--- src/strap_pkg.sv ---
package strap_pkg;

  localparam int          CODE_W       = 16;
  localparam int          ADDR_W       = 7;
  localparam int          DEB_W        = 8;
  localparam int          STRAP_N      = 17;

  // Thermometer codes of the strap resistor steps
  localparam logic [15:0] CODE_GND     = 16'h0000;
  localparam logic [15:0] CODE_STEP1   = 16'h0001;
  localparam logic [15:0] CODE_STEP2   = 16'h0003;
  localparam logic [15:0] CODE_STEP3   = 16'h0007;
  localparam logic [15:0] CODE_STEP4   = 16'h000F;
  localparam logic [15:0] CODE_STEP5   = 16'h001F;
  localparam logic [15:0] CODE_STEP6   = 16'h003F;
  localparam logic [15:0] CODE_STEP7   = 16'h007F;
  localparam logic [15:0] CODE_STEP8   = 16'h00FF;
  localparam logic [15:0] CODE_STEP9   = 16'h01FF;
  localparam logic [15:0] CODE_STEP10  = 16'h03FF;
  localparam logic [15:0] CODE_STEP11  = 16'h07FF;
  localparam logic [15:0] CODE_STEP12  = 16'h0FFF;
  localparam logic [15:0] CODE_STEP13  = 16'h1FFF;
  localparam logic [15:0] CODE_STEP14  = 16'h3FFF;
  localparam logic [15:0] CODE_STEP15  = 16'h7FFF;
  localparam logic [15:0] CODE_TOP     = 16'hFFFF;

  localparam logic [6:0]  ADDR_STEP0   = 7'h5F;
  localparam logic [6:0]  ADDR_STEP1   = 7'h5E;
  localparam logic [6:0]  ADDR_STEP2   = 7'h5D;
  localparam logic [6:0]  ADDR_STEP3   = 7'h5C;
  localparam logic [6:0]  ADDR_STEP4   = 7'h6B;
  localparam logic [6:0]  ADDR_STEP5   = 7'h6A;
  localparam logic [6:0]  ADDR_STEP6   = 7'h69;
  localparam logic [6:0]  ADDR_STEP7   = 7'h68;
  localparam logic [6:0]  ADDR_STEP8   = 7'h77;
  localparam logic [6:0]  ADDR_STEP9   = 7'h76;
  localparam logic [6:0]  ADDR_STEP10  = 7'h75;
  localparam logic [6:0]  ADDR_STEP11  = 7'h74;
  localparam logic [6:0]  ADDR_STEP12  = 7'h71;
  localparam logic [6:0]  ADDR_STEP13  = 7'h73;
  localparam logic [6:0]  ADDR_STEP14  = 7'h70;
  localparam logic [6:0]  ADDR_STEP15  = 7'h72;
  localparam logic [6:0]  ADDR_TOP     = 7'h48;

  // Reset defaults before the straps are sampled
  localparam logic [6:0]  ADDR_RESET   = 7'h5F;
  localparam logic [15:0] CODE_RESET   = 16'hFFFF;

  // One less than the cycles the strap pins must be steady before they are taken
  localparam int          SETTLE_CYC   = 16;
  localparam logic [4:0]  SETTLE_CNT   = 5'(SETTLE_CYC);

  typedef enum logic [3:0] {
    OPMODE_RESET     = 4'h1,
    OPMODE_STANDDOWN = 4'h2,
    OPMODE_STANDUP   = 4'h4,
    OPMODE_COMPANION = 4'h8
  } opmode_e;

  typedef struct packed {
    opmode_e            mode;
    logic [3:0]         sub_mode;
    logic [ADDR_W-1:0]  target_addr;
    logic [CODE_W-1:0]  mode_code;
    logic [CODE_W-1:0]  addr_code;
  } strap_cfg_s;

  typedef struct packed {
    logic cc1_back_drive_err;
    logic cc2_back_drive_err;
  } power_flags_s;

endpackage : strap_pkg

--- src/back_drive_lane.sv ---
`timescale 1ns/10ps
module back_drive_lane
  import strap_pkg::*;
(
  input  wire logic             MCLK_I,
  input  wire logic             RST_B_I,
  input  wire logic             over_i,
  input  wire logic             enable_i,
  input  wire logic [DEB_W-1:0] debounce_i,
  input  wire logic             clear_i,
  output logic                  flag_o,
  output logic                  fet_off_o
);
  logic [2:0]       sync_q, sync_d;
  logic             level_q, level_d;
  logic [DEB_W-1:0] cnt_q, cnt_d;
  logic             flag_q, flag_d;
  logic             off_q, off_d;

  always_comb begin
    sync_d  = {sync_q[1:0], over_i};
    level_d = (sync_q[2] == sync_q[1]) ? sync_q[2] : level_q;
    // Flag set wins over a clear in the same cycle
    flag_d  = level_q | (flag_q & ~clear_i);
    cnt_d   = level_q ? cnt_q : '0;
    off_d   = off_q;
    if (level_q && cnt_q != debounce_i) begin
      cnt_d = cnt_q + 1'b1;
    end
    if (!level_q) begin
      off_d = 1'b0;
    end else if (enable_i && cnt_q == debounce_i) begin
      off_d = 1'b1;
    end
  end

  always_ff @(posedge MCLK_I or negedge RST_B_I) begin
    if (!RST_B_I) begin
      sync_q  <= '0;
      level_q <= 1'b0;
      cnt_q   <= '0;
      flag_q  <= 1'b0;
      off_q   <= 1'b0;
    end else begin
      sync_q  <= sync_d;
      level_q <= level_d;
      cnt_q   <= cnt_d;
      flag_q  <= flag_d;
      off_q   <= off_d;
    end
  end

  assign flag_o    = flag_q;
  assign fet_off_o = off_q;
endmodule : back_drive_lane

--- src/strap_decode_backdrive.sv ---
// Functional notes
// - Sample both straps after every system reset
// - Code 0000h downstream, 0001h upstream standalone
// - Strap codes are thermometer codes
// - Other mode codes select companion sub-modes
// - Address steps 0-3 give 1011_1xx
// - Address steps 4-7 give 1101_0xx
// - Address steps 8-11 give 1110_1xx
// - Address steps 12-15 non-monotonic 1110_0xx
// - Top code FFFFh gives address 1001_000
// - Back-drive watched always on both pins
// - Back-drive sets per-pin error flag
// - Enabled: FET off after debounce period
// - Standalone entered from straps alone
// - Capability pins pick downstream current level
// - Standalone self-configures after each reset
`timescale 1ns/10ps
module strap_decode_backdrive
  import strap_pkg::*;
(
  input  wire logic                 MCLK_I,
  input  wire logic                 RST_B_I,
  input  wire logic                 SOFT_RESET_I,
  input  wire logic [STRAP_N-2:0]   MODE_STRAP_PIN_I,
  input  wire logic [STRAP_N-2:0]   ADDRESS_STRAP_PIN_I,
  input  wire logic                 POWER_CAPABILITY_PIN_0_I,
  input  wire logic                 POWER_CAPABILITY_PIN_1_I,
  input  wire logic                 STANDALONE_DISABLE_I,
  input  wire logic                 CC1_OVER_SUPPLY_I,
  input  wire logic                 CC2_OVER_SUPPLY_I,
  input  wire logic                 BACK_DRIVE_ENABLE_I,
  input  wire logic [DEB_W-1:0]     VCONN_FAULT_DEBOUNCE_I,
  input  wire logic [1:0]           POWER_EVENT_CLEAR_I,
  output strap_pkg::strap_cfg_s     CFG_O,
  output logic                      CFG_VALID_O,
  output logic                      STANDALONE_DOWN_O,
  output logic                      STANDALONE_UP_O,
  output logic [1:0]                CURRENT_LEVEL_O,
  output strap_pkg::power_flags_s   POWER_EVENT_FLAGS_O,
  output logic                      CC1_VCONN_OFF_O,
  output logic                      CC2_VCONN_OFF_O
);
  import strap_pkg::*;

  ////////////////////////////////////////////////////////////////////////////
  // Strap pin synchronisers, three stages each

  logic [CODE_W-1:0] ms1_q, ms2_q, ms3_q, as1_q, as2_q, as3_q;
  logic [CODE_W-1:0] ms_d, as_d;

  always_comb begin
    ms_d = MODE_STRAP_PIN_I;
    as_d = ADDRESS_STRAP_PIN_I;
  end

  always_ff @(posedge MCLK_I or negedge RST_B_I) begin
    if (!RST_B_I) begin
      ms1_q <= '0;
      ms2_q <= '0;
      ms3_q <= '0;
      as1_q <= '0;
      as2_q <= '0;
      as3_q <= '0;
    end else begin
      ms1_q <= ms_d;
      ms2_q <= ms1_q;
      ms3_q <= ms2_q;
      as1_q <= as_d;
      as2_q <= as1_q;
      as3_q <= as2_q;
    end
  end

  ////////////////////////////////////////////////////////////////////////////
  // Thermometer normalisation: pin i set means level above step i

  function automatic logic [CODE_W-1:0] to_code(input logic [CODE_W-1:0] raw);
    logic [CODE_W-1:0] c;
    c = raw;
    for (int i = CODE_W - 2; i >= 0; i--) begin
      c[i] = c[i] | c[i+1];
    end
    // Top bit alone marks a level above the highest step
    return c;
  endfunction : to_code

  function automatic logic [ADDR_W-1:0] addr_of(input logic [CODE_W-1:0] c);
    logic [ADDR_W-1:0] a;
    a = ADDR_TOP;
    case (c)
      CODE_GND:    a = ADDR_STEP0;
      CODE_STEP1:  a = ADDR_STEP1;
      CODE_STEP2:  a = ADDR_STEP2;
      CODE_STEP3:  a = ADDR_STEP3;
      CODE_STEP4:  a = ADDR_STEP4;
      CODE_STEP5:  a = ADDR_STEP5;
      CODE_STEP6:  a = ADDR_STEP6;
      CODE_STEP7:  a = ADDR_STEP7;
      CODE_STEP8:  a = ADDR_STEP8;
      CODE_STEP9:  a = ADDR_STEP9;
      CODE_STEP10: a = ADDR_STEP10;
      CODE_STEP11: a = ADDR_STEP11;
      CODE_STEP12: a = ADDR_STEP12;
      CODE_STEP13: a = ADDR_STEP13;
      CODE_STEP14: a = ADDR_STEP14;
      CODE_STEP15: a = ADDR_STEP15;
      CODE_TOP:    a = ADDR_TOP;
      default:     a = ADDR_TOP;
    endcase
    return a;
  endfunction : addr_of

  function automatic logic [3:0] ones_less2(input logic [CODE_W-1:0] c);
    logic [4:0] n;
    n = '0;
    for (int i = 0; i < CODE_W; i++) begin
      n = n + {4'h0, c[i]};
    end
    // Mode G is step 8; lettered sub-mode index 0 = A
    return (n >= 5'd2) ? 4'(n - 5'd2) : 4'h0;
  endfunction : ones_less2

  ////////////////////////////////////////////////////////////////////////////
  // Post-reset sampling sequencer

  typedef enum logic [2:0] {
    ST_SETTLE = 3'b001,
    ST_LATCH  = 3'b010,
    ST_RUN    = 3'b100
  } seq_e;

  seq_e              st_q, st_d;
  logic [4:0]        cnt_q, cnt_d;
  strap_cfg_s        cfg_q, cfg_d;
  logic              valid_q, valid_d;
  logic [1:0]        cur_q, cur_d;
  logic [CODE_W-1:0] mcode, acode;
  logic              steady;

  always_comb begin
    mcode  = to_code(ms3_q);
    acode  = to_code(as3_q);
    steady = (ms3_q == ms2_q) && (as3_q == as2_q);
    st_d    = st_q;
    cnt_d   = cnt_q;
    cfg_d   = cfg_q;
    valid_d = valid_q;
    cur_d   = cur_q;
    case (st_q)
      ST_SETTLE: begin
        cnt_d = steady ? cnt_q + 5'd1 : 5'd0;
        if (steady && cnt_q == SETTLE_CNT) begin
          st_d = ST_LATCH;
        end
      end
      ST_LATCH: begin
        cfg_d.mode_code   = mcode;
        cfg_d.addr_code   = acode;
        cfg_d.target_addr = addr_of(acode);
        cfg_d.sub_mode    = 4'h0;
        if (mcode == CODE_GND) begin
          cfg_d.mode = OPMODE_STANDDOWN;
        end else if (mcode == CODE_STEP1) begin
          cfg_d.mode = OPMODE_STANDUP;
        end else begin
          cfg_d.mode     = OPMODE_COMPANION;
          cfg_d.sub_mode = ones_less2(mcode);
        end
        valid_d = 1'b1;
        st_d    = ST_RUN;
      end
      ST_RUN: begin
        // Frozen until the next system reset
        st_d = ST_RUN;
      end
      default: begin
        st_d = ST_SETTLE;
      end
    endcase
    if (st_q == ST_RUN && cfg_q.mode == OPMODE_STANDDOWN) begin
      cur_d = {POWER_CAPABILITY_PIN_1_I, POWER_CAPABILITY_PIN_0_I};
    end
    if (SOFT_RESET_I) begin
      st_d    = ST_SETTLE;
      cnt_d   = '0;
      valid_d = 1'b0;
      cur_d   = '0;
      cfg_d   = '{OPMODE_RESET, 4'h0, ADDR_RESET, CODE_RESET, CODE_RESET};
    end
  end

  always_ff @(posedge MCLK_I or negedge RST_B_I) begin
    if (!RST_B_I) begin
      st_q    <= ST_SETTLE;
      cnt_q   <= '0;
      valid_q <= 1'b0;
      cur_q   <= '0;
      cfg_q   <= '{OPMODE_RESET, 4'h0, ADDR_RESET, CODE_RESET, CODE_RESET};
    end else begin
      st_q    <= st_d;
      cnt_q   <= cnt_d;
      valid_q <= valid_d;
      cur_q   <= cur_d;
      cfg_q   <= cfg_d;
    end
  end

  assign CFG_O             = cfg_q;
  assign CFG_VALID_O       = valid_q;
  assign STANDALONE_DOWN_O = valid_q && cfg_q.mode == OPMODE_STANDDOWN
                             && !STANDALONE_DISABLE_I;
  assign STANDALONE_UP_O   = valid_q && cfg_q.mode == OPMODE_STANDUP
                             && !STANDALONE_DISABLE_I;
  assign CURRENT_LEVEL_O   = cur_q;

  ////////////////////////////////////////////////////////////////////////////
  // Back-drive monitors, one per CC pin

  back_drive_lane u_cc1 (
    .MCLK_I     (MCLK_I),
    .RST_B_I    (RST_B_I),
    .over_i     (CC1_OVER_SUPPLY_I),
    .enable_i   (BACK_DRIVE_ENABLE_I),
    .debounce_i (VCONN_FAULT_DEBOUNCE_I),
    .clear_i    (POWER_EVENT_CLEAR_I[0]),
    .flag_o     (POWER_EVENT_FLAGS_O.cc1_back_drive_err),
    .fet_off_o  (CC1_VCONN_OFF_O)
  );

  back_drive_lane u_cc2 (
    .MCLK_I     (MCLK_I),
    .RST_B_I    (RST_B_I),
    .over_i     (CC2_OVER_SUPPLY_I),
    .enable_i   (BACK_DRIVE_ENABLE_I),
    .debounce_i (VCONN_FAULT_DEBOUNCE_I),
    .clear_i    (POWER_EVENT_CLEAR_I[1]),
    .flag_o     (POWER_EVENT_FLAGS_O.cc2_back_drive_err),
    .fet_off_o  (CC2_VCONN_OFF_O)
  );

endmodule : strap_decode_backdrive

--- config.mk ---
export PLATFORM = sky130hd
export DESIGN_NAME = strap_decode_backdrive
export DESIGN_NICKNAME = d
export VERILOG_FILES = /design/src/strap_pkg.sv /design/src/back_drive_lane.sv /design/src/strap_decode_backdrive.sv
export SDC_FILE = /design/constraint.sdc
export NUM_CORES = 1
export LEC_CHECK = 0
export BUFFER_PORTS_ARGS = -buffer_cell sky130_fd_sc_hd__buf_2
export CELL_PAD_IN_SITES_DETAIL_PLACEMENT = 0
export CELL_PAD_IN_SITES_GLOBAL_PLACEMENT = 1
export CORE_UTILIZATION = 49
export DETAILED_ROUTE_END_ITERATION = 8
export GPL_ROUTABILITY_DRIVEN = 0
export HOLD_SLACK_MARGIN = 0.06
export PLACE_DENSITY = 0.84
export SYNTH_ARGS = -nofsm -noshare
export SYNTH_HDL_FRONTEND = slang
export SYNTH_SLANG_ARGS = --single-unit
--- constraint.sdc ---
create_clock -name MCLK_I -period 12.2 [get_ports MCLK_I]
set_input_delay 2.44 -clock MCLK_I [delete_from_list [all_inputs] [get_ports MCLK_I]]
set_output_delay 2.44 -clock MCLK_I [all_outputs]
set_load 0.01 [all_outputs]
==> metrics.txt <==
status=finished clean; die height=123 µm; I/O pin count=107; mux cell area share after synthesis=0.00832; DR WL/cell=15.7 µm; Net Sw Frac=0.243; most frequent CP cell=buf_2; Synthesis Warnings=0; clk buf depth=2; post-synthesis simple-gate area fraction=0.134; Fin. Hold Viols=0; R2R Path End=CFG_O[39]$_DFFE_PN0P_; CP required=9760 ps; Fin Setup TNS=0 ps; Post-CTS Hold Buffers=0; GRT met3 Usage=0.0447; Setup Buffers After CTS=0; Max Slew Vio Count=0; Worst-path clk slew=70 ps; type of the worst setup path=input port to output pin; CP delay by family, top=simple AND/OR/NAND/NOR gates; Clk pwr share=0.436; starting density of the core=0.510; Power Density=150 mW/mm²; Worst Path Buf+Inv=2; die area=0.0152 mm²; EDFF count, synth=0; placed insts=863; crit path cell chain=buf_2 -> nand2b_1 -> nor4_1 -> buf_2; clk_lat worst skew=430 ps; Worst setup SP type=input port; Hold WC Path Type=register to register; CP max stage cell=nor4_1; Leak=3.87 nW; GR Layer Usage met2=0.318; max_cap viols=0; Horiz. Die Dim=123 µm; adder-cell share of the synthesized area=0.0496; DRT antenna net count=0; Num CTS Buffers=17; highest clock rate=181 MHz; GRT Max-Usage Layer=met2; synthesized flop and latch total=181; Initial DRC Count=282; Post-Synthesis Cells=593; RSZ-0062 raised after global routing=false; peak supply drop=0.0788 mV; Root Driver=clkbuf_16; GRT Residual Overflow=0; DR DRC count=0; CP arrival=3080 ps; worst hold slack=345 ps; main combinational cell family by area after synthesis=simple AND/OR/NAND/NOR gates; Area after DPL=0.00792 mm²; Psw=0.000310 W; clock sink count=181; GR Util All Layers=0.201; Synth Flop Type=dfrtp_1; hold_sp=as1_q[4]$_DFF_PN0_; PortBufs=105; Final period util=0.452; Slew @ Worst Pin=1170 ps; Crit path largest cell delay=230 ps; Crit Path Max Fanout=2; Int Pwr=0.000967 W; layout cell share with drive strength beyond 1=0.264; met1 usage=0.276; WHS Endpoint=as2_q[4]$_DFF_PN0_; logic gate share of total power=0.061; Mapped Avg Cell Area=12.2 µm²; worst hold path cell count=0; Tot Pwr=0.00128 W; R2R cell count=17; Distinct cells, synth=50; fraction of registers with async set/reset=1.00; final setup fails=0; post_cts resized=0; post-synthesis cell area=0.00722 mm²; Synth-to-Final Area Change=18.2%; syn_nets=665; placeable core area=0.0141 mm²; reg2reg start=ms3_q[13]$_DFF_PN0_; ANT cells=0; Worst Setup End Kind=output pin; FP Rows=43; TritonCTS clock tree=done; H-tree depth=4; Vias per Instance=5.27; Compound-Gate Fraction of Synth Area=0.0678; Seq pwr share=0.503; post-layout net count=774; skew final=9.49 ps; post-DP HPWL=10000 µm; DRT Pass-1 Iters=4; initial antenna violation count=0; min cycle time layout=5520 ps; largest net degree at the start of global routing=111; R2R Setup Slk=6710 ps; via count of the first global-routing pass=4647; Layout Cells excl Fill=895; Relative slew margins=0.217; Design Area, Final=0.00853 mm²; post-synthesis xor/xnor area fraction=0.0801; via count=4721; sequential fraction of the synthesis area=0.634; first-pass GRT wire length=22800 µm; Routed WL=14100 µm
[registers in the layout (all words and copies together), names as in the netlist, 8 cells and up]
| signal | flops |
|---|---|
| u_cc2.cnt_q | 8 |
| ms1_q | 16 |
| ms2_q | 16 |
| u_cc1.cnt_q | 8 |
| ms3_q | 16 |
| CFG_O | 46 |
| as3_q | 16 |
| as2_q | 16 |
| as1_q | 16 |
[layout by cell type (no fill, tap or decap), types with 4 or more instances in the layout]
| cell type | instances |
|---|---|
| nor3_1 | 10 |
| inv_1 | 26 |
| or3_1 | 5 |
| a21o_1 | 5 |
| and2_1 | 10 |
| nor2_1 | 50 |
| clkinv_4 | 4 |
| nand2b_1 | 4 |
| dfrtp_1 | 142 |
| a21oi_1 | 13 |
| o21ai_0 | 24 |
| o2111ai_1 | 5 |
| nand3_1 | 21 |
| dfstp_2 | 39 |
| nand2_1 | 56 |
| xor2_1 | 41 |
| o211ai_1 | 13 |
| fa_1 | 10 |
| clkbuf_16 | 17 |
| xnor2_1 | 25 |
| buf_2 | 104 |
| mux2i_1 | 6 |
| inv_8 | 4 |
| ha_1 | 11 |
| nor4_1 | 14 |
| nand4_1 | 6 |
[power by group through the flow]
stage / clock (W) / combinational, W / sequential [W]
final: 0.000557 / 0.0000780 / 0.000642
after global routing: 0.000595 / 0.0000896 / 0.000645
after CTS: 0.000569 / 0.0000796 / 0.000643
after detailed placement: 0 / 0.0000790 / 0.000654
after global placement: 0 / 0.0000762 / 0.000652
after floorplan: 0 / 0.0000485 / 0.000647
[how the worst max path moves through the flow]
stage          slack [ps]                 start                    end  cells after the start
4_1_cts              6670  STANDALONE_DISABLE_I        STANDALONE_UP_O                      4
2_1_floorplan        6770  STANDALONE_DISABLE_I        STANDALONE_UP_O                      2
6_report             6680  STANDALONE_DISABLE_I        STANDALONE_UP_O                      4
3_3_place_gp         6710  STANDALONE_DISABLE_I        STANDALONE_UP_O                      4
3_5_place_dp         6670  STANDALONE_DISABLE_I        STANDALONE_UP_O                      4
5_1_grt              6360   ms3_q[12]$_DFF_PN0_  CFG_O[39]$_DFFE_PN0P_                     17
[through the flow]
stage,utilization,setup WS (ps)
4_1_cts,0.603,6670
2_1_floorplan,-,6770
6_report,0.603,6680
5_1_grt,0.603,6360
3_5_place_dp,0.560,6670
3_3_place_gp,0.560,6710
[cell type report]
class,instances,area (µm²)
well taps,180,225
multi-input cells,367,2460
fillers,1153,5620
repair buffers,108,554
clock buffers,17,425
flip-flops and latches,181,4580
inverters,27,101
clock inverters,15,188
[layer usage]
layer	wire length [µm]	up-vias
met4	151	0
met1	6470	2358
li1	-	2221
met2	6780	129
met5	0	-
met3	644	13
[cell usage after synthesis, types with 3 or more instances]
cell / number / area (µm²)
a21oi_1: 13 / 65.1
dfrtp_1: 142 / 3550
dfstp_2: 39 / 1020
xor2_1: 41 / 359
a21o_1: 5 / 37.5
and2_1: 10 / 62.6
o22ai_1: 3 / 18.8
nor3_1: 10 / 50.1
mux2i_1: 6 / 60.1
buf_4: 3 / 22.5
nand3_1: 21 / 105
nand2b_1: 4 / 25.0
nor2_1: 50 / 188
nor4_1: 14 / 87.6
or2_2: 3 / 18.8
or3_1: 5 / 31.3
a211oi_1: 3 / 22.5
nor2b_1: 3 / 18.8
o2111ai_1: 5 / 43.8
fa_1: 10 / 200
nand4_1: 6 / 37.5
o31ai_1: 3 / 22.5
nand2_1: 56 / 210
ha_1: 11 / 138
inv_1: 26 / 97.6
o211ai_1: 13 / 97.6
clkbuf_1: 13 / 48.8
xnor2_1: 25 / 219
o21ai_0: 24 / 120
[logic make-up (layout without fill, tap and decap cells)]
logic type               after synthesis  after routing
AO/OA/AOI/OAI                         76             76
XOR/XNOR                              66             66
adder cells (fa/ha/maj)               23             23
buffers and inverters                 45            167
flip-flops                           181            181
multiplexers                           6              6
other                                  1              1
AND/OR/NAND/NOR                      195            195
Power figures use the tool's default switching activity.
